===== src/design/sel_pkg.sv =====
/*
 Package for the serial EEPROM command controller and loader.
 Assumes a 100 MHz ref_clk and a three-wire serial EEPROM on the far side.
*/
package sel_pkg;
  localparam int unsigned CLK_HZ = 100_000_000;
  localparam int unsigned TIMEOUT_MS = 30;
  localparam int unsigned TIMEOUT_CYC = CLK_HZ / 1000 * TIMEOUT_MS;
  localparam int unsigned SK_HALF_NS = 500;
  localparam int unsigned SK_HALF_CYC = (SK_HALF_NS * (CLK_HZ / 1_000_000) + 999) / 1000;
  // Ready polls ignored until the line sampled under chip select has cleared the synchroniser
  localparam int unsigned RDY_SETTLE_CYC = 2;

  localparam logic [1:0] SIZE_7 = 2'h0;
  localparam logic [1:0] SIZE_9 = 2'h1;
  localparam logic [1:0] SIZE_11 = 2'h2;
  localparam logic [3:0] ABITS_7 = 4'h7;
  localparam logic [3:0] ABITS_9 = 4'h9;
  localparam logic [3:0] ABITS_11 = 4'hb;
  localparam logic [3:0] HDR_BITS = 4'h3;
  localparam logic [3:0] DATA_BITS = 4'h8;

  localparam logic [1:0] OP_READ = 2'h2;
  localparam logic [1:0] OP_WRITE = 2'h1;
  localparam logic [1:0] OP_ERASE = 2'h3;
  localparam logic [1:0] OP_EXT = 2'h0;
  localparam logic [1:0] EXT_BULK_ERASE = 2'h2;
  localparam logic [1:0] EXT_WR_DISABLE = 2'h0;
  localparam logic [1:0] EXT_WR_ENABLE = 2'h3;
  localparam logic [1:0] EXT_FILL_ALL = 2'h1;

  localparam logic [7:0] VALID_FLAG = 8'ha5;
  localparam logic [3:0] LB_FLAG = 4'h0;
  localparam logic [3:0] LB_MAC_LAST = 4'h6;
  localparam logic [3:0] LB_STRAP_FLAG = 4'h7;
  localparam logic [3:0] LB_STRAP_LAST = 4'hb;
  localparam logic [3:0] LB_BURST_FLAG = 4'hc;
  localparam logic [3:0] LB_BURST_CNT = 4'hd;
  localparam logic [11:0] REG_MIN_OFS = 12'h100;
  localparam logic [11:0] PHY_DATA_OFS = 12'h0a4;
  localparam logic [11:0] PHY_ACCESS_OFS = 12'h0a8;

  typedef enum logic [2:0] {
    SEL_CMD_READ, SEL_CMD_WRITE, SEL_CMD_ERASE, SEL_CMD_BULK_ERASE,
    SEL_CMD_WR_DISABLE, SEL_CMD_WR_ENABLE, SEL_CMD_FILL_ALL, SEL_CMD_RELOAD
  } sel_cmd_t;

  typedef struct packed {
    logic cs;
    logic sk;
    logic di;
  } sel_pins_t;

  typedef struct packed {
    logic [47:0] mac;
    logic [31:0] straps;
    logic strap_valid;
    logic [7:0] burst_cnt;
    logic burst_valid;
  } sel_load_t;
endpackage


===== src/design/sel_loader.sv =====
/*
 Serial EEPROM command controller with the reset-time content loader.
 Assumes the EEPROM data output and its ready/busy level arrive asynchronously
 on eep_do; the register writes the loader issues are taken by the system fabric.
*/
// Functional notes
// - Size strap picks 7, 9 or 11 address bits; code 11 reserved.
// - For read, write and erase, every address bit of the chosen width is shifted as supplied.
// - Start bit 1 then opcode: read 10, write 01, erase 11, extended 00.
// - Extended commands coded by two top address bits.
// - No-data commands take 10/12/14 clocks; data commands 18/20/22.
// - Read fetches eight bits MSB first into the data register.
// - Write shifts the data register byte after the address.
// - Erase sends the command location for a single-location erase.
// - Bulk erase clears the whole array when enabled in the EEPROM.
// - Fill-all sends the data byte for every location.
// - After erase/write commands wait for ready; 30 ms sets timeout flag.
// - Loader starts on pin, power-on, digital reset or reload command.
// - Soft-reset loads only the MAC address.
// - Loader writes only offsets 100h and up, plus A4 and A8.
// - Byte 0 must be A5h; bytes 1-6 are the MAC address.
// - Byte 7 strap flag, 8-11 straps, 12 burst flag, 13 count.
// - Bad first byte: sync PHY from current straps, stop, clear busy; after a soft reset the loader stops without the PHY sync.
// - Busy set, config and power ready cleared while loading.
// - Bad strap flag: bytes 8-11 still read but discarded.
`timescale 1ns/1ps
`default_nettype none
module sel_loader
  import sel_pkg::*;
#(
  parameter int unsigned TIMEOUT_CYCLES = TIMEOUT_CYC
) (
  input wire logic ref_clk,
  input wire logic rst,
  input wire logic pin_reset_n,
  input wire logic por_event,
  input wire logic digital_reset,
  input wire logic soft_reset,
  input wire logic [1:0] size_strap,
  input wire logic cmd_go,
  input wire sel_cmd_t cmd_sel,
  input wire logic [10:0] cmd_location_field,
  input wire logic data_wr,
  input wire logic [7:0] data_wdata,
  input wire logic eep_do,
  output sel_pins_t eep_pins,
  output logic [7:0] nvm_data_reg,
  output logic nvm_busy_flag,
  output logic nvm_response_timeout_flag,
  output logic config_ready,
  output logic power_ready,
  output sel_load_t load_out,
  output logic load_done,
  output logic phy_sync,
  output logic reg_wr_en,
  output logic [11:0] reg_wr_addr
);
  typedef enum {S_IDLE, S_SHIFT, S_GAP, S_WAIT, S_LOAD} sel_state_t;

  sel_state_t state_reg;
  logic [21:0] sreg_reg;
  logic [4:0] bit_cnt_reg;
  logic [4:0] total_reg;
  logic [7:0] rx_reg;
  logic [7:0] tmr_reg;
  logic [31:0] to_cnt_reg;
  logic is_read_reg, wait_rdy_reg;
  logic loading_reg, soft_reg;
  logic [3:0] lb_reg;
  logic [1:0] do_sync_reg, prst_sync_reg;
  logic pin_rst_seen_reg;
  logic start_load;
  logic [3:0] abits;
  logic [1:0] op;
  logic [1:0] ext;
  logic [10:0] addr_field;
  logic has_data;
  logic [7:0] rx_byte;

  // Synchronise the EEPROM data/ready line and the reset pin
  always_ff @(posedge ref_clk) begin
    if (rst) begin
      do_sync_reg <= 2'h0;
      prst_sync_reg <= 2'h3;
    end else begin
      do_sync_reg <= {do_sync_reg[0], eep_do};
      prst_sync_reg <= {prst_sync_reg[0], pin_reset_n};
    end
  end

  // Pin reset counts on its release edge
  always_ff @(posedge ref_clk) begin
    if (rst) begin
      pin_rst_seen_reg <= 1'b0;
    end else begin
      pin_rst_seen_reg <= !prst_sync_reg[1];
    end
  end

  assign start_load = (pin_rst_seen_reg && prst_sync_reg[1]) || por_event || digital_reset
    || soft_reset || (cmd_go && cmd_sel == SEL_CMD_RELOAD);

  always_comb begin
    case (size_strap)
      SIZE_7: abits = ABITS_7;
      SIZE_9: abits = ABITS_9;
      SIZE_11: abits = ABITS_11;
      default: abits = ABITS_11;
    endcase
  end

  always_comb begin
    op = OP_EXT;
    ext = EXT_WR_DISABLE;
    has_data = 1'b0;
    case (cmd_sel)
      SEL_CMD_READ: begin
        op = OP_READ;
        has_data = 1'b1;
      end
      SEL_CMD_WRITE: begin
        op = OP_WRITE;
        has_data = 1'b1;
      end
      SEL_CMD_ERASE: op = OP_ERASE;
      SEL_CMD_BULK_ERASE: ext = EXT_BULK_ERASE;
      SEL_CMD_WR_ENABLE: ext = EXT_WR_ENABLE;
      SEL_CMD_FILL_ALL: begin
        ext = EXT_FILL_ALL;
        has_data = 1'b1;
      end
      default: ext = EXT_WR_DISABLE;
    endcase
  end

  // Extended code sits in the two top bits of the selected width
  always_comb begin
    addr_field = cmd_location_field;
    if (op == OP_EXT) begin
      addr_field = 11'({ext, 9'h000} >> (ABITS_11 - abits));
    end
  end

  assign rx_byte = {rx_reg[6:0], do_sync_reg[1]};

  // Command sequencer and serial engine
  always_ff @(posedge ref_clk) begin
    if (rst) begin
      state_reg <= S_IDLE;
      sreg_reg <= '0;
      bit_cnt_reg <= '0;
      total_reg <= '0;
      rx_reg <= '0;
      tmr_reg <= '0;
      to_cnt_reg <= '0;
      is_read_reg <= 1'b0;
      wait_rdy_reg <= 1'b0;
      eep_pins <= '0;
      nvm_response_timeout_flag <= 1'b0;
      loading_reg <= 1'b0;
      soft_reg <= 1'b0;
      lb_reg <= '0;
    end else begin
      case (state_reg)
        S_IDLE: begin
          eep_pins <= '0;
          if (start_load) begin
            loading_reg <= 1'b1;
            soft_reg <= soft_reset;
            lb_reg <= LB_FLAG;
            state_reg <= S_LOAD;
          end else if (cmd_go) begin
            nvm_response_timeout_flag <= 1'b0;
            // Header fixed on top; address of the chosen width packed right under it
            sreg_reg <= {1'b1, op, 19'({addr_field, (cmd_sel == SEL_CMD_READ) ? 8'h00 :
              nvm_data_reg} << (5'(ABITS_11) - 5'(abits)))};
            total_reg <= 5'(HDR_BITS) + 5'(abits) + (has_data ? 5'(DATA_BITS) : 5'h00);
            is_read_reg <= (cmd_sel == SEL_CMD_READ);
            wait_rdy_reg <= (cmd_sel == SEL_CMD_WRITE) || (cmd_sel == SEL_CMD_ERASE)
              || (cmd_sel == SEL_CMD_BULK_ERASE) || (cmd_sel == SEL_CMD_FILL_ALL);
            bit_cnt_reg <= '0;
            tmr_reg <= '0;
            eep_pins <= '{cs: 1'b1, sk: 1'b0, di: 1'b0};
            state_reg <= S_SHIFT;
          end
        end
        S_LOAD: begin
          // Sequential read of one content byte per frame
          sreg_reg <= {1'b1, OP_READ, 19'({11'(lb_reg), 8'h00} << (5'(ABITS_11) - 5'(abits)))};
          total_reg <= 5'(HDR_BITS) + 5'(abits) + 5'(DATA_BITS);
          is_read_reg <= 1'b1;
          wait_rdy_reg <= 1'b0;
          bit_cnt_reg <= '0;
          tmr_reg <= '0;
          eep_pins <= '{cs: 1'b1, sk: 1'b0, di: 1'b0};
          state_reg <= S_SHIFT;
        end
        S_SHIFT: begin
          tmr_reg <= tmr_reg + 8'h01;
          if (tmr_reg == 8'(SK_HALF_CYC - 1)) begin
            eep_pins.di <= sreg_reg[21];
          end else if (tmr_reg == 8'(2 * SK_HALF_CYC - 1)) begin
            eep_pins.sk <= 1'b1;
          end else if (tmr_reg == 8'(3 * SK_HALF_CYC - 1)) begin
            eep_pins.sk <= 1'b0;
            tmr_reg <= 8'(SK_HALF_CYC);
            sreg_reg <= {sreg_reg[20:0], 1'b0};
            // Next bit changes on the falling clock, a full half period before sampling
            eep_pins.di <= sreg_reg[20];
            if (is_read_reg && bit_cnt_reg >= total_reg - 5'(DATA_BITS)) begin
              rx_reg <= rx_byte;
            end
            bit_cnt_reg <= bit_cnt_reg + 5'h01;
            if (bit_cnt_reg == total_reg - 5'h01) begin
              eep_pins <= '0;
              tmr_reg <= '0;
              state_reg <= S_GAP;
            end
          end
        end
        S_GAP: begin
          // Chip select low between frames, then raised again for ready polling
          tmr_reg <= tmr_reg + 8'h01;
          if (tmr_reg == 8'(2 * SK_HALF_CYC - 1)) begin
            to_cnt_reg <= '0;
            if (wait_rdy_reg) begin
              eep_pins.cs <= 1'b1;
              state_reg <= S_WAIT;
            end else if (loading_reg) begin
              lb_reg <= lb_reg + 4'h1;
              if ((lb_reg == LB_FLAG && rx_reg != VALID_FLAG)
                  || (soft_reg && lb_reg == LB_MAC_LAST)
                  || lb_reg == LB_BURST_CNT) begin
                loading_reg <= 1'b0;
                state_reg <= S_IDLE;
              end else begin
                state_reg <= S_LOAD;
              end
            end else begin
              state_reg <= S_IDLE;
            end
          end
        end
        S_WAIT: begin
          to_cnt_reg <= to_cnt_reg + 32'h1;
          if (do_sync_reg[1] && to_cnt_reg >= 32'(RDY_SETTLE_CYC)) begin
            eep_pins <= '0;
            state_reg <= S_IDLE;
          end else if (to_cnt_reg == 32'(TIMEOUT_CYCLES - 1)) begin
            nvm_response_timeout_flag <= 1'b1;
            eep_pins <= '0;
            state_reg <= S_IDLE;
          end
        end
        default: state_reg <= S_IDLE;
      endcase
    end
  end

  // Data register: software write, or captured read byte
  always_ff @(posedge ref_clk) begin
    if (rst) begin
      nvm_data_reg <= '0;
    end else if (state_reg == S_GAP && tmr_reg == 8'h00 && is_read_reg) begin
      nvm_data_reg <= rx_reg;
    end else if (data_wr && state_reg == S_IDLE) begin
      nvm_data_reg <= data_wdata;
    end
  end

  // Busy and ready indications
  always_ff @(posedge ref_clk) begin
    if (rst) begin
      nvm_busy_flag <= 1'b1;
      config_ready <= 1'b0;
      power_ready <= 1'b0;
    end else begin
      nvm_busy_flag <= (state_reg != S_IDLE) || start_load || cmd_go;
      config_ready <= !(loading_reg || start_load);
      power_ready <= !(loading_reg || start_load);
    end
  end

  // Parsed content and loader register writes
  always_ff @(posedge ref_clk) begin
    if (rst) begin
      load_out <= '0;
      load_done <= 1'b0;
      phy_sync <= 1'b0;
      reg_wr_en <= 1'b0;
      reg_wr_addr <= REG_MIN_OFS;
    end else begin
      load_done <= 1'b0;
      phy_sync <= 1'b0;
      reg_wr_en <= 1'b0;
      if (loading_reg && state_reg == S_GAP && tmr_reg == 8'h01) begin
        case (lb_reg)
          4'h1: load_out.mac[7:0] <= rx_reg;
          4'h2: load_out.mac[15:8] <= rx_reg;
          4'h3: load_out.mac[23:16] <= rx_reg;
          4'h4: load_out.mac[31:24] <= rx_reg;
          4'h5: load_out.mac[39:32] <= rx_reg;
          4'h6: load_out.mac[47:40] <= rx_reg;
          LB_STRAP_FLAG: load_out.strap_valid <= (rx_reg == VALID_FLAG);
          4'h8: if (load_out.strap_valid) load_out.straps[7:0] <= rx_reg;
          4'h9: if (load_out.strap_valid) load_out.straps[15:8] <= rx_reg;
          4'ha: if (load_out.strap_valid) load_out.straps[23:16] <= rx_reg;
          LB_STRAP_LAST: if (load_out.strap_valid) load_out.straps[31:24] <= rx_reg;
          LB_BURST_FLAG: load_out.burst_valid <= (rx_reg == VALID_FLAG);
          LB_BURST_CNT: load_out.burst_cnt <= rx_reg;
          default: load_out.strap_valid <= load_out.strap_valid;
        endcase
        if ((lb_reg == LB_FLAG && rx_reg != VALID_FLAG) || lb_reg == LB_BURST_CNT
            || (soft_reg && lb_reg == LB_MAC_LAST)) begin
          load_done <= 1'b1;
          phy_sync <= !soft_reg;
          reg_wr_en <= !soft_reg;
          reg_wr_addr <= PHY_ACCESS_OFS;
        end
      end
    end
  end

  a_timeout_bound: assert property (@(posedge ref_clk) disable iff (rst)
    (state_reg == S_WAIT && !do_sync_reg[1] && to_cnt_reg == 32'(TIMEOUT_CYCLES - 1))
    |=> nvm_response_timeout_flag) else $error("timeout flag not set");
  a_cs_idle_low: assert property (@(posedge ref_clk) disable iff (rst)
    (state_reg == S_IDLE && $past(state_reg) == S_IDLE) |-> !eep_pins.cs)
    else $error("chip select high between commands");
  a_busy_when_active: assert property (@(posedge ref_clk) disable iff (rst)
    (state_reg == S_SHIFT) |=> nvm_busy_flag) else $error("busy clear during command");
  a_ready_low_load: assert property (@(posedge ref_clk) disable iff (rst)
    loading_reg |=> !config_ready && !power_ready) else $error("ready high while loading");
  a_start_bit_one: assert property (@(posedge ref_clk) disable iff (rst)
    (state_reg == S_SHIFT && bit_cnt_reg == 5'h00 && eep_pins.sk) |-> eep_pins.di)
    else $error("start bit not one");
  a_reg_wr_range: assert property (@(posedge ref_clk) disable iff (rst)
    reg_wr_en |-> (reg_wr_addr >= REG_MIN_OFS || reg_wr_addr == PHY_DATA_OFS
    || reg_wr_addr == PHY_ACCESS_OFS)) else $error("loader write out of range");
  a_bit_count: assert property (@(posedge ref_clk) disable iff (rst)
    (state_reg == S_SHIFT) |-> (total_reg == 5'(HDR_BITS) + 5'(abits)
    || total_reg == 5'(HDR_BITS) + 5'(abits) + 5'(DATA_BITS))) else $error("frame length wrong");
  a_load_start: assert property (@(posedge ref_clk) disable iff (rst)
    (state_reg == S_IDLE && start_load) |=> loading_reg && state_reg == S_LOAD)
    else $error("loader did not start");
  a_soft_no_strap: assert property (@(posedge ref_clk) disable iff (rst)
    (load_done && soft_reg) |-> !phy_sync) else $error("soft reset synced PHY");
endmodule
`default_nettype wire


===== config.mk =====
export PLATFORM = sky130hd
export DESIGN_NAME = sel_loader
export DESIGN_NICKNAME = d
export VERILOG_FILES = /design/src/design/sel_pkg.sv /design/src/design/sel_loader.sv
export SDC_FILE = /design/constraint.sdc
export NUM_CORES = 1
export LEC_CHECK = 0
export ABC_AREA = 1
export CORE_MARGIN = 2
export CORE_UTILIZATION = 35
export CTS_BUF_LIST = sky130_fd_sc_hd__clkbuf_4
export DETAILED_ROUTE_END_ITERATION = 8
export DONT_BUFFER_PORTS = 1
export PLACE_DENSITY_LB_ADDON = 0.15
export SKIP_LAST_GASP = 1
export SYNTH_ARGS = -nofsm -noshare
export SYNTH_HDL_FRONTEND = slang
export SYNTH_SLANG_ARGS = --single-unit

===== constraint.sdc =====
create_clock -name ref_clk -period 3.2 [get_ports ref_clk]
set_input_delay 0 -clock ref_clk [delete_from_list [all_inputs] [get_ports ref_clk]]
set_output_delay 0 -clock ref_clk [all_outputs]
set_load 0.01 [all_outputs]

; ---- Word level (Yosys, flattened, before mapping)
; Cells that the tools add are included.
[word_totals]
out_inout_bits = 120
input_bits = 33
wordCells = 268
regBits = 235
[op_classes]
n_lt_le_gt_ge = 2
add_sub_neg = 11
shift = 3
n_eq_ne = 51
n_mux = 84
reduce_logical = 75
bitwise_logic = 4
[ops]
columns = operator, count
row1 = 32-bit two-way mux, 11
row2 = 32-bit case mux with 5 select lines, 1
row3 = 22-bit two-way mux, 5
row4 = 22-bit case mux with 3 select lines, 1
row5 = 32-bit by 2-bit == test with 1-bit output (second input constant), 2
row6 = 32-bit by 3-bit == test with 1-bit output (second input constant), 2
row7 = 32-bit logical NOT, 2
row8 = 8-bit two-way mux, 8
row9 = 32-bit case mux with 2 select lines, 1
row10 = 5-bit two-way mux, 7
row11 = 32-bit by 1-bit adder with 32-bit output (second input constant), 1
row12 = 32-bit by 1-bit == test with 1-bit output (second input constant), 1
row13 = 32-bit by 22-bit == test with 1-bit output (second input constant), 1
row14 = 32-bit by 2-bit >= comparator with 1-bit output (second input constant), 1
row15 = 8-bit case mux with 4 select lines, 1
row16 = 32-bit nonzero test, 1
row17 = 2-bit != test (second input constant), 13
row18 = 4-bit == test (second input constant), 6
row19 = 3-bit two-way mux, 8
row20 = 2-bit AND reduction, 12
row21 = 1-bit two-way mux, 21
row22 = 4-bit two-way mux, 5
row23 = 12-bit by 5-bit left shift with 19-bit output, 1
row24 = 19-bit by 5-bit left shift with 19-bit output, 1
row25 = other kinds (56), 117

; ---- Longest topological paths before layout
; Gate-level depths: netlist (run 1).
[logic_depth]
ltp_word = 9
ltp_mapped = 15
ltp_nobuf = 14

; ---- Least setup slack after synthesis (run 1)
; No wires, ideal clock.
[synth_timing]
kind = register to register
startpoint = register total_reg[3]
endpoint = register rx_reg[6]
path_stages_with_launch = 9
arrival_time_ns = 1.585
period_less_slack_ns = 1.718
path_buffers = 1
slack_ns = 1.482
t_required_ns = 3.067
setup_ns = 0.133
cell_sequence = dfxtp_1 -> xor2_1 -> ha_1 -> nand2_1 -> o211ai_1 -> nand4_1 -> clkbuf_1 -> o21ai_0 -> a21oi_1
[synth_between]
elab_chain_len = 4
[synth_rtl]
columns = element, line_no
row1 = start: declaration, sel_loader.sv:63  ; logic [4:0] total_reg;
row2 = start signal: assignment, sel_loader.sv:177  ; total_reg <= 5'(HDR_BITS) + 5'(abits) + (has_data ? 5'(DATA_BITS) : 5'h00);
row3 = start signal: assignment, sel_loader.sv:190  ; total_reg <= 5'(HDR_BITS) + 5'(abits) + 5'(DATA_BITS);
row4 = 5-bit by 4-bit subtractor with 5-bit output, sel_loader.sv:210  ; if (is_read_reg && bit_cnt_reg >= total_reg - 5'(DATA_BITS)) begin
row5 = 5-bit >= comparator, sel_loader.sv:210
row6 = 1-bit logical AND, sel_loader.sv:210
row7 = 5-bit AND reduction (no line), --
row8 = end signal: assignment, sel_loader.sv:211  ; rx_reg <= rx_byte;
row9 = end: declaration, sel_loader.sv:64  ; logic [7:0] rx_reg;
; No other way between the ends.
; A chain may end at the register's enable or synchronous reset.

; ---- Worst setup path in the final report (run 1)
[layout_timing]
startpoint = input port cmd_sel[0]
endpoint = register sreg_reg[2]
[layout_between]
elab_chain_len = 8
elab_cells_between_ends = 21
classes_between = eq/ne: 7 / shift: 2 / mux: 7 / reduce/logical: 5
[layout_rtl]
columns = element, line_no
row1 = start: declaration, sel_loader.sv:41  ; input wire sel_cmd_t cmd_sel,
row2 = "3-bit == test, or another cell as far along", sel_loader.sv:116  ; case (cmd_sel)
row3 = 2-bit case mux with 3 select lines, sel_loader.sv:116
row4 = 11-bit by 4-bit >> shifter with 11-bit output or 2-bit logical NOT (tied branches), "sel_loader.sv:140, sel_loader.sv:139"
row5 = 11-bit two-way mux, sel_loader.sv:139  ; if (op == OP_EXT) begin
row6 = 19-bit by 5-bit left shift with 19-bit output, sel_loader.sv:175  ; sreg_reg <= {1'b1, op, 19'({addr_field, (cmd_sel == SEL_CMD_READ) ? 8'h00 :
row7 = 22-bit two-way mux, sel_loader.sv:172  ; end else if (cmd_go) begin
row8 = 22-bit two-way mux, sel_loader.sv:167  ; if (start_load) begin
row9 = 22-bit case mux with 3 select lines, sel_loader.sv:164  ; case (state_reg)
row10 = end signal: assignment, sel_loader.sv:175
row11 = end signal: assignment, sel_loader.sv:189  ; sreg_reg <= {1'b1, OP_READ, 19'({11'(lb_reg), 8'h00} << (5'(ABITS_11) - 5'(abits)))};
row12 = end signal: assignment, sel_loader.sv:207  ; sreg_reg <= {sreg_reg[20:0], 1'b0};
row13 = end: declaration, sel_loader.sv:61  ; logic [21:0] sreg_reg;
; Parallel ways exist; a longest one is shown, timed or not. The select of a mux whose other input is x is not followed.

==> out/summary.txt, run 1 <==
=================================================================================================
Max H-tree Level ...................................................................            2
Final instance area ................................................................   0.0113 mm²
CTS Root Cell ......................................................................     clkbuf_4
Pin count of the biggest net entering global routing ...............................           61
Setup WS post-layout ...............................................................       252 ps
Last weighted congestion value of the routability-driven placer ....................        0.879
Worst path required time ...........................................................      3810 ps
Die Wd .............................................................................       172 µm
CTS tree ...........................................................................          yes
Number of distinct library cell variants in the gate-level netlist after synthesis .           47
Flip-flop count of the largest register, all copies and words added ................           90
Detailed Route WL ..................................................................      31.2 mm
Max FO, Critical Path ..............................................................           12
Initial core utilization ...........................................................        0.356
HP Start ...........................................................................          rst
Number of setup buffers added after CTS ............................................            0
Setup TNS ..........................................................................         0 ps
Sequential-to-total area share from yosys stat .....................................        0.410
Vertical die dimension .............................................................       172 µm
Global-route wire length before repair .............................................      48.9 mm
Pwr dens ...........................................................................   671 mW/mm²
Final worst path period need .......................................................      2950 ps
Via count of the first global-routing pass .........................................         8880
Core Area ..........................................................................   0.0279 mm²
Total placed instance area .........................................................   0.0100 mm²
Post-route DRC violation count .....................................................            0
Async S/R FF share, synth ..........................................................            0
Cts repair resizes .................................................................            0
Maximum ir drop on the vdd rail ....................................................     0.303 mV
Longest Clk Path Bufs ..............................................................            3
Via count ..........................................................................         9452
Post-route clock period utilization ................................................        0.921
Predominant post-synthesis flop cell ...............................................      dfxtp_1
Count of yosys warnings during synthesis ...........................................            0
Routed wirelength normalized by instance count .....................................      16.8 µm
Worst R2R Start .................................................................... state_reg[1]
Result of the run .................................................................. complete, no violations
Post-route total power .............................................................      7.59 mW
Worst Setup Slack post-DPL .........................................................       862 ps
Most frequent standard cell in the layout excluding fill and tap cells .............      nand2_1
CTS Sinks ..........................................................................          203
Data arrival time of the critical path .............................................      3560 ps
Static Leak ........................................................................      4.47 nW
Area of the die ....................................................................   0.0297 mm²
Synth Instances ....................................................................         1389
Skew final .........................................................................      45.7 ps
Cell area after technology mapping .................................................  0.00991 mm²
CTS buffer count ...................................................................           55
Antenna violations before repair ...................................................            2
Site Rows ..........................................................................           61
Critical path origin ...............................................................   cmd_sel[0]
Max Clk Rate .......................................................................      339 MHz
Detailed-placement wirelength estimate .............................................      21.2 mm
Launching element type of the critical path ........................................    input pin
Number of synthesized register bits ................................................          203
Mean cell area of the mapped netlist ...............................................     7.13 µm²
Number of enable-type register cells in the synthesized netlist ....................            0
Worst-path clk slew ................................................................        60 ps
Vias per Instance ..................................................................         5.09
Final number of setup-violating endpoints ..........................................            0
GR Util All Layers .................................................................        0.210
Rel. slew slack ....................................................................        0.374
Number of port buffers .............................................................            0
Number of maximum-capacitance constraint violations ................................            0
Iteration-0 DRC count of the detailed router .......................................          609
Gr ovfl total ......................................................................            0
Worst hold-check path type ......................................................... input pin to flip-flop
Number of routed nets with antenna violations ......................................            0
Commonest non-fill, non-tap cells in the layout .................................... 239 x nand2_1, 203 x dfxtp_1, 178 x a21oi_1
Worst slew pin tran ................................................................       937 ps
Final Net Count ....................................................................         1495
DR pass1 iterations ................................................................            5
Max Slew Vio Count .................................................................            0
WS Path Type ....................................................................... input pin to flip-flop
Fraction of layout instances using a drive strength above 1 ........................       0.0995
Total count of hold-check failures in the final report .............................            0
I/O Pins ...........................................................................          153
Type of destination of the critical path ...........................................    flip-flop
Setup repair after global routing missed its margin ................................        false
Worst-Skew Late Latency ............................................................       710 ps
Area overhead of the layout relative to synthesis ..................................        14.3%
=================================================================================================
==> cells in the mapped netlist, types with 2 or more instances <==
cell / number / share of area
nand3b_1: 5 / 0.0038
or2_2: 10 / 0.0063
buf_2: 12 / 0.0061
nor2_4: 5 / 0.0057
nor3_4: 7 / 0.011
o21a_1: 2 / 0.0015
a221oi_1: 5 / 0.0044
nor3_2: 3 / 0.0030
nor2_1: 134 / 0.051
nand4_1: 18 / 0.011
o22ai_1: 2 / 0.0013
nand2_2: 5 / 0.0032
o211ai_1: 3 / 0.0023
a211oi_1: 10 / 0.0076
a31oi_1: 12 / 0.0076
buf_6: 10 / 0.011
nand3_1: 80 / 0.040
nor3_1: 16 / 0.0081
o21ai_1: 18 / 0.0091
nor4_1: 5 / 0.0032
xor2_1: 9 / 0.0080
o21ai_0: 164 / 0.083
buf_4: 17 / 0.013
nand2_1: 239 / 0.091
nor2_2: 9 / 0.0057
a21o_1: 3 / 0.0023
or2_0: 2 / 0.0013
clkbuf_1: 40 / 0.015
ha_1: 15 / 0.019
a22oi_1: 4 / 0.0030
a21oi_1: 178 / 0.090
inv_1: 122 / 0.046
dfxtp_1: 203 / 0.41
and2_1: 2 / 0.0013
inv_2: 8 / 0.0030
==> stage by stage <==
stage / std cells / utilization / hold WS (ps)
floorplan: 1396 / - / 104
global placement: 1706 / 0.360 / 91.7
detailed placement: 1706 / 0.360 / 94.4
CTS: 1854 / 0.406 / 6.36
global route: 1856 / 0.406 / 77.0
finish: 1857 / 0.406 / 69.5
==> final timing paths <==
check              endpoint  depth (start not counted)  slack, ps
max             sreg_reg[2]                         15        250
min           nvm_busy_flag                          2         70
max reg2reg    sreg_reg[15]                         10        340
min reg2reg  do_sync_reg[1]                          2        410
==> routing by layer <==
layer / wire [µm] / track usage
met1: 14200 / 0.282
met2: 13600 / 0.317
met3: 2930 / 0.0721
met4: 567 / 0.0596
met5: 0 / 0
==> layout make-up <==
cell class	count	area (µm²)
fill	2958	16500
antenna	2	5.00
inverter	131	495
tap	378	473
multi-input combinational	983	4930
clock inverter	10	60.1
clock buffer	77	578
timing repair buffer	73	718
sequential	203	4060
==> power by group <==
part | switching (mW) | leakage (nW) | internal, mW
combinational | 1.55 | 2.45 | 0.803
clock | 1.11 | 0.381 | 1.10
sequential | 0.236 | 1.64 | 2.79
==> logic make-up (layout without fill, tap and decap cells) <==
kind of cell / after synthesis / count (layout) / synth area share
adder cells (fa/ha/maj): 15 / 15 / 0.0189
AO/OA/AOI/OAI: 404 / 404 / 0.214
buffers and inverters: 211 / 291 / 0.0957
other: 1 / 10 / 0.000379
XOR/XNOR: 10 / 10 / 0.00884
AND/OR/NAND/NOR: 545 / 546 / 0.251
flip-flops: 203 / 203 / 0.410
==> critical path, stage by stage <==
cell and delay, ps:
dlygate4sd3_1 600, nand2_1 100, inv_1 40, nand2_1 50
dlygate4sd3_1 550, nor2_1 40, dlygate4sd3_1 570, nor2_1 220
nor2_1 100, nor2_2 200, nand2_2 270, nor2_4 350
buf_4 230, o21ai_0 90, a21oi_1 160
==> repair_timing <==
| item | in CTS | in global routing |
|---|---|---|
| setup endpoints to repair | 0 | 12 |
| endpoints found under the hold margin | 88 | 0 |
| hold buffers | 61 | 0 |
Power figures use the tool's default switching activity.
==> inputs of run 2 (changes only) <==
- ABC_AREA: 1 -> 0
==> run 2 against run 1 <==
Synthesized cell count is 15% lower. Worst setup slack worse by 130 ps. Register-to-register slack worse by 220 ps. Combinational power is 18% lower. Critical path depth is 6 lower. Largest cell class unchanged.
==> out/summary.txt, run 2 <==
=================================================================================================
Routed wirelength normalized by instance count .....................................      17.1 µm
Final Net Count ....................................................................         1464
Longest Clk Path Bufs ..............................................................            3
Cell family contributing the most delay on the critical path ....................... buffers and inverters
Max H-tree Level ...................................................................            2
Sequential-to-total area share from yosys stat .....................................        0.422
Pin count of the biggest net entering global routing ...............................          168
Number of enable-type register cells in the synthesized netlist ....................            0
Sequential share of power ..........................................................        0.406
Commonest non-fill, non-tap cells in the layout .................................... 245 x dlygate4sd3_1, 201 x nand2_1, 201 x dfxtp_1
Static Leak ........................................................................      5.45 nW
Net Switching ......................................................................      2.40 mW
Type of destination of the critical path ...........................................    flip-flop
Worst path required time ...........................................................      3860 ps
Rel. slew slack ....................................................................        0.489
CTS tree ...........................................................................          yes
Max FO, Critical Path ..............................................................            9
CTS buffer count ...................................................................           58
Vias per Instance ..................................................................         5.23
Predominant post-synthesis flop cell ...............................................      dfxtp_1
Pwr dens ...........................................................................   553 mW/mm²
Die Wd .............................................................................       170 µm
Combinational fraction of design power .............................................        0.265
Most prevalent standard cell on the critical path .................................. dlygate4sd3_1
Worst hold-check path type ......................................................... input pin to flip-flop
Post-route clock period utilization ................................................        0.962
CTS Sinks ..........................................................................          203
Switch share .......................................................................        0.332
Vertical die dimension .............................................................       170 µm
Number of synthesized register bits ................................................          203
Cell with the largest stage delay on the worst path ................................ dlygate4sd3_1
Number of routed nets with antenna violations ......................................            0
Gr ovfl total ......................................................................            0
Area contributors post-synth ....................................................... dfxtp_1 42%, nand2_1 7.8%, a21oi_1 6.0%
Flip-flop count of the largest register, all copies and words added ................           90
Synth top area share ...............................................................        0.422
Skew final .........................................................................      46.7 ps
Total internal power ...............................................................      4.83 mW
Worst slew pin tran ................................................................       765 ps
Count of yosys warnings during synthesis ...........................................            0
Final number of setup-violating endpoints ..........................................            0
Global-route wire length before repair .............................................      49.6 mm
Post-route DRC violation count .....................................................            0
Initial core utilization ...........................................................        0.357
Mean cell area of the mapped netlist ...............................................     8.18 µm²
Final worst path period need .......................................................      3080 ps
Fraction of layout instances using a drive strength above 1 ........................        0.112
Area of the die ....................................................................   0.0289 mm²
Final instance area ................................................................   0.0131 mm²
Number of maximum-capacitance constraint violations ................................            0
Worst-path clk slew ................................................................        70 ps
Worst-Skew Late Latency ............................................................       740 ps
Total count of hold-check failures in the final report .............................            0
Area overhead of the layout relative to synthesis ..................................        35.7%
Maximum cell stage delay along the critical path ...................................       550 ps
Via count ..........................................................................         9388
CTS Root Cell ......................................................................     clkbuf_4
Total placed instance area .........................................................  0.00979 mm²
Max Clk Rate .......................................................................      325 MHz
WP buf/inv .........................................................................            3
Launching element type of the critical path ........................................    flip-flop
Most frequent standard cell in the layout excluding fill and tap cells ............. dlygate4sd3_1
Library cell occupying the most area in the post-synthesis netlist .................      dfxtp_1
I/O Pins ...........................................................................          153
Last weighted congestion value of the routability-driven placer ....................        0.807
Iteration-0 DRC count of the detailed router .......................................          493
Synth Instances ....................................................................         1179
Filler instances ...................................................................         2680
Utilization after layout ...........................................................        0.484
Async S/R FF share, synth ..........................................................            0
Antenna violations before repair ...................................................            2
DR pass1 iterations ................................................................            9
Cell area after technology mapping .................................................  0.00964 mm²
Result of the run .................................................................. complete, no violations
Max Slew Vio Count .................................................................            0
WS Path Type ....................................................................... flip-flop to flip-flop
Most instantiated cells after synthesis ............................................ 203 x dfxtp_1, 201 x nand2_1, 120 x nor2_1, 116 x a21oi_1, 63 x clkbuf_1
Setup repair after global routing missed its margin ................................         true
Number of port buffers .............................................................            0
GR Util All Layers .................................................................        0.212
Maximum ir drop on the vdd rail ....................................................     0.289 mV
Dominant cell by count in the synthesized netlist ..................................      dfxtp_1
Number of distinct library cell variants in the gate-level netlist after synthesis .           72
Detailed-placement wirelength estimate .............................................      17.9 mm
Site Rows ..........................................................................           60
Via count of the first global-routing pass .........................................         9379
Detailed Route WL ..................................................................      30.7 mm
Portion of total power attributed to the clock network .............................        0.329
Core Area ..........................................................................   0.0270 mm²
Data arrival time of the critical path .............................................      3740 ps
CP cell instances .................................................................. ha_1, nand4_1, nor2_1, buf_4, nand2_1, or4_1, a21oi_1, dlygate4sd3_1, dlygate4sd3_1
=================================================================================================
-- run 2: path summary, 6_finish.rpt --
kind / end / cells after the start / slack [ps] / from
max: to_cnt_reg[26] / 9 / 120 / to_cnt_reg[1]
max reg2reg: to_cnt_reg[26] / 9 / 120 / to_cnt_reg[1]
min: sreg_reg[14] / 4 / 60 / size_strap[1]
min reg2reg: state_reg[1] / 3 / 860 / state_reg[1]
-- run 2: tightest hold or removal path: cells and delay by family --
family / cells / cell delay [ps]
compound gates: 3 / 170
buf+inv: 1 / 540
-- run 2: through the flow --
stage,hold slack [ps],std cells,power [mW],TNS (ps),setup WS [ps]
floorplan,104,1186,4.18,0,1270
global placement,91.1,1446,4.52,0,837
detailed placement,95.6,1446,4.52,0,804
CTS,12.7,1787,7.29,0,18.4
global route,47.9,1794,7.70,-43.7,-21.9
finish,59.0,1794,7.24,0,122
-- run 2: area by class of cell --
| cell class | instances | area, µm² | area share |
|---|---|---|---|
| antenna | 2 | 5.00 | 0.000383 |
| clock buffer | 87 | 653 | 0.0499 |
| clock inverter | 8 | 55.1 | 0.00421 |
| inverter | 17 | 63.8 | 0.00488 |
| multi-input combinational | 864 | 5130 | 0.392 |
| sequential | 203 | 4070 | 0.311 |
| tap | 341 | 427 | 0.0326 |
| timing repair buffer | 272 | 2680 | 0.205 |
-- run 2: power groups by stage --
stage	combinational, mW	sequential, mW	clock (mW)
2_1_floorplan	1.30	2.88	0
3_3_place_gp	1.53	2.99	0
3_5_place_dp	1.53	2.99	0
4_1_cts	1.89	2.93	2.46
5_1_grt	2.13	2.97	2.60
6_report	1.92	2.94	2.38
-- run 2: cell families after synthesis --
family | after synthesis | share of synthesized area
buffers and inverters | 119 | 0.0549
xor gates and xnor gates | 17 | 0.0154
and+or+nand+nor | 500 | 0.252
muxes | 53 | 0.0552
other | 1 | 0.000389
adders and majority gates | 15 | 0.0195
DFF | 203 | 0.422
AOI/OAI and AO/OA | 271 | 0.181
-- run 2: what timing repair did --
action / 4_1_cts / 5_1_grt
buffers inserted: 0 / 5
setup endpoints to repair: 0 / 25
endpoints found under the hold margin: 203 / 0
hold buffers: 246 / 0
gates resized for setup: 0 / 16
-- run 2: metal layers --
| layer | up-vias | GRT usage | wire, µm |
|---|---|---|---|
| met3 | 63 | 0.0598 | 2140 |
| met1 | 4431 | 0.261 | 13100 |
| met4 | 0 | 0.0751 | 750 |
| met2 | 243 | 0.356 | 14600 |
| li1 | 4651 | - | - |
| met5 | - | 0 | 0 |
==> inputs of run 3 (changes only) <==
- CELL_PAD_IN_SITES_DETAIL_PLACEMENT: unset -> 2
- CELL_PAD_IN_SITES_GLOBAL_PLACEMENT: unset -> 2
- HOLD_SLACK_MARGIN: unset -> 0.08
==> run 3 against run 2 <==
Cell area shrank 1.1%. Non-clock buffer count shrank 18. Via count grew 9.8%. Worst setup slack lost 87 ps. Register-to-register slack lost 90 ps. Clock power grew 9.2%. Flip-flop and latch count is the same. Sequential power is essentially flat. First-iteration DRC count grew 15%. Critical endpoint is now load_out[53]. Largest cell class unchanged. Highest routed layer unchanged.
==> out/summary.txt, run 3 (synthesis results as in run 2) <==
=====================================================================================
Worst path required time ...............................................      3860 ps
Post-route DRC violation count .........................................            0
Setup WS post-layout ...................................................      35.1 ps
Site Rows ..............................................................           60
Via count of the first global-routing pass .............................        11300
Die Wd .................................................................       170 µm
Total count of hold-check failures in the final report .................            0
GR Util All Layers .....................................................        0.285
Iteration-0 DRC count of the detailed router ...........................          565
Max Clk Rate ...........................................................      316 MHz
Maximum cell stage delay along the critical path .......................       680 ps
Detailed Route WL ......................................................      44.0 mm
Result of the run ...................................................... complete, no violations
Worst-Skew Late Latency ................................................       750 ps
Post-route total power .................................................      7.86 mW
Last weighted congestion value of the routability-driven placer ........        0.800
CP cell instances ...................................................... nor4_4, nand4_4, nor3_4, and2_1, nand2_1, a21oi_1, dlygate4sd3_1
Area of the multi-input gates ..........................................  0.00513 mm²
WS Path Type ........................................................... flip-flop to flip-flop
Commonest non-fill, non-tap cells in the layout ........................ 224 x dlygate4sd3_1, 202 x dfxtp_1, 200 x nand2_1
Longest Clk Path Bufs ..................................................            3
Flip-flop and latch area ...............................................  0.00407 mm²
Launching element type of the critical path ............................    flip-flop
Flip-flop count of the largest register, all copies and words added ....           90
Final worst path period need ...........................................      3160 ps
Final Net Count ........................................................         1446
Utilization after layout ...............................................        0.479
Type of destination of the critical path ...............................    flip-flop
Vias per Instance ......................................................         5.78
Area overhead of the layout relative to synthesis ......................        34.2%
Maximum ir drop on the vdd rail ........................................     0.326 mV
Worst slew pin tran ....................................................       957 ps
CTS buffer count .......................................................           58
Fraction of layout instances using a drive strength above 1 ............        0.115
Cell family contributing the most delay on the critical path ........... simple AND/OR/NAND/NOR gates
Most frequent standard cell in the layout excluding fill and tap cells . dlygate4sd3_1
Vertical die dimension .................................................       170 µm
Max H-tree Level .......................................................            2
WP buf/inv .............................................................            1
CTS Sinks ..............................................................          203
Skew final .............................................................      60.0 ps
Routed wirelength normalized by instance count .........................      24.7 µm
Filler instances .......................................................         2914
Antenna violations before repair .......................................            1
Data arrival time of the critical path .................................      3830 ps
Global-route wire length before repair .................................      64.8 mm
Number of port buffers .................................................            0
Static Leak ............................................................      5.32 nW
DR pass1 iterations ....................................................            5
Max FO, Critical Path ..................................................            8
Cell with the largest stage delay on the worst path .................... dlygate4sd3_1
Post-route clock period utilization ....................................        0.989
CTS tree ...............................................................          yes
Detailed-placement wirelength estimate .................................      21.0 mm
I/O Pins ...............................................................          153
Initial core utilization ...............................................        0.357
CTS Root Cell ..........................................................     clkbuf_4
Final number of setup-violating endpoints ..............................            0
Worst Setup Slack post-DPL .............................................       665 ps
Gr ovfl total ..........................................................            0
Core Area ..............................................................   0.0270 mm²
Rel. slew slack ........................................................        0.362
Number of maximum-capacitance constraint violations ....................            0
Pwr dens ...............................................................   607 mW/mm²
Area of the die ........................................................   0.0289 mm²
Worst hold-check path type ............................................. input pin to flip-flop
Pin count of the biggest net entering global routing ...................          200
Via count ..............................................................        10300
Setup repair after global routing missed its margin ....................         true
Worst-path clk slew ....................................................        90 ps
Number of routed nets with antenna violations ..........................            0
Max Slew Vio Count .....................................................            0
=====================================================================================
[run 3: stage by stage]
step                area, µm²  hold WS, ps  TNS [ps]  instances
floorplan                9670          104         0       1186
global placement         9840         86.3         0       1452
detailed placement       9840         89.3         0       1452
CTS                     12800         84.3         0       1780
global route            12900          117      -364       1783
finish                  12900          112         0       1784
[run 3: final timing paths]
| check | slack [ps] | end | cells after the start | from |
|---|---|---|---|---|
| worst min register to register | 690 | bit_cnt_reg[3] | 2 | bit_cnt_reg[3] |
| worst min-delay path | 110 | nvm_data_reg[5] | 3 | data_wdata[5] |
| worst max register to register | 40 | load_out[53] | 7 | tmr_reg[2] |
| worst max-delay path | 40 | load_out[53] | 7 | tmr_reg[2] |
[run 3: final cells by class]
cell class / count / area share
Antenna cell: 2 / 0.000387
Clock buffer: 92 / 0.0534
Clock inverter: 11 / 0.00397
Inverter: 17 / 0.00493
Multi-Input combinational cell: 864 / 0.397
Sequential cell: 203 / 0.314
Tap cell: 341 / 0.0330
Timing Repair Buffer: 254 / 0.193
[run 3: power by group]
part,total (mW),internal [mW],switching [mW]
sequential,2.97,2.71,0.265
combinational,2.29,0.980,1.31
clock,2.60,1.29,1.30
[run 3: per-layer routing]
metal,global-route usage,wire (µm),vias up
met5,0,0,-
met4,0.102,1550,0
met3,0.0598,2650,128
met2,0.512,22200,376
met1,0.334,17600,5187
li1,-,-,4614
[run 3: repair_timing]
item | 4_1_cts | 5_1_grt
gates resized for setup | 0 | 12
hold buffers | 225 | 0
hold endpoints to repair | 203 | 0
setup endpoints to repair | 0 | 35
buffers inserted | 0 | 2
[run 3: worst register-to-register path, delay by kind of cell (launching register included)]
| kind | cells | cell delay, ps |
|---|---|---|
| compound gates | 1 | 280 |
| simple gates | 5 | 1700 |
| flops | 1 | 440 |
| buf+inv | 1 | 680 |
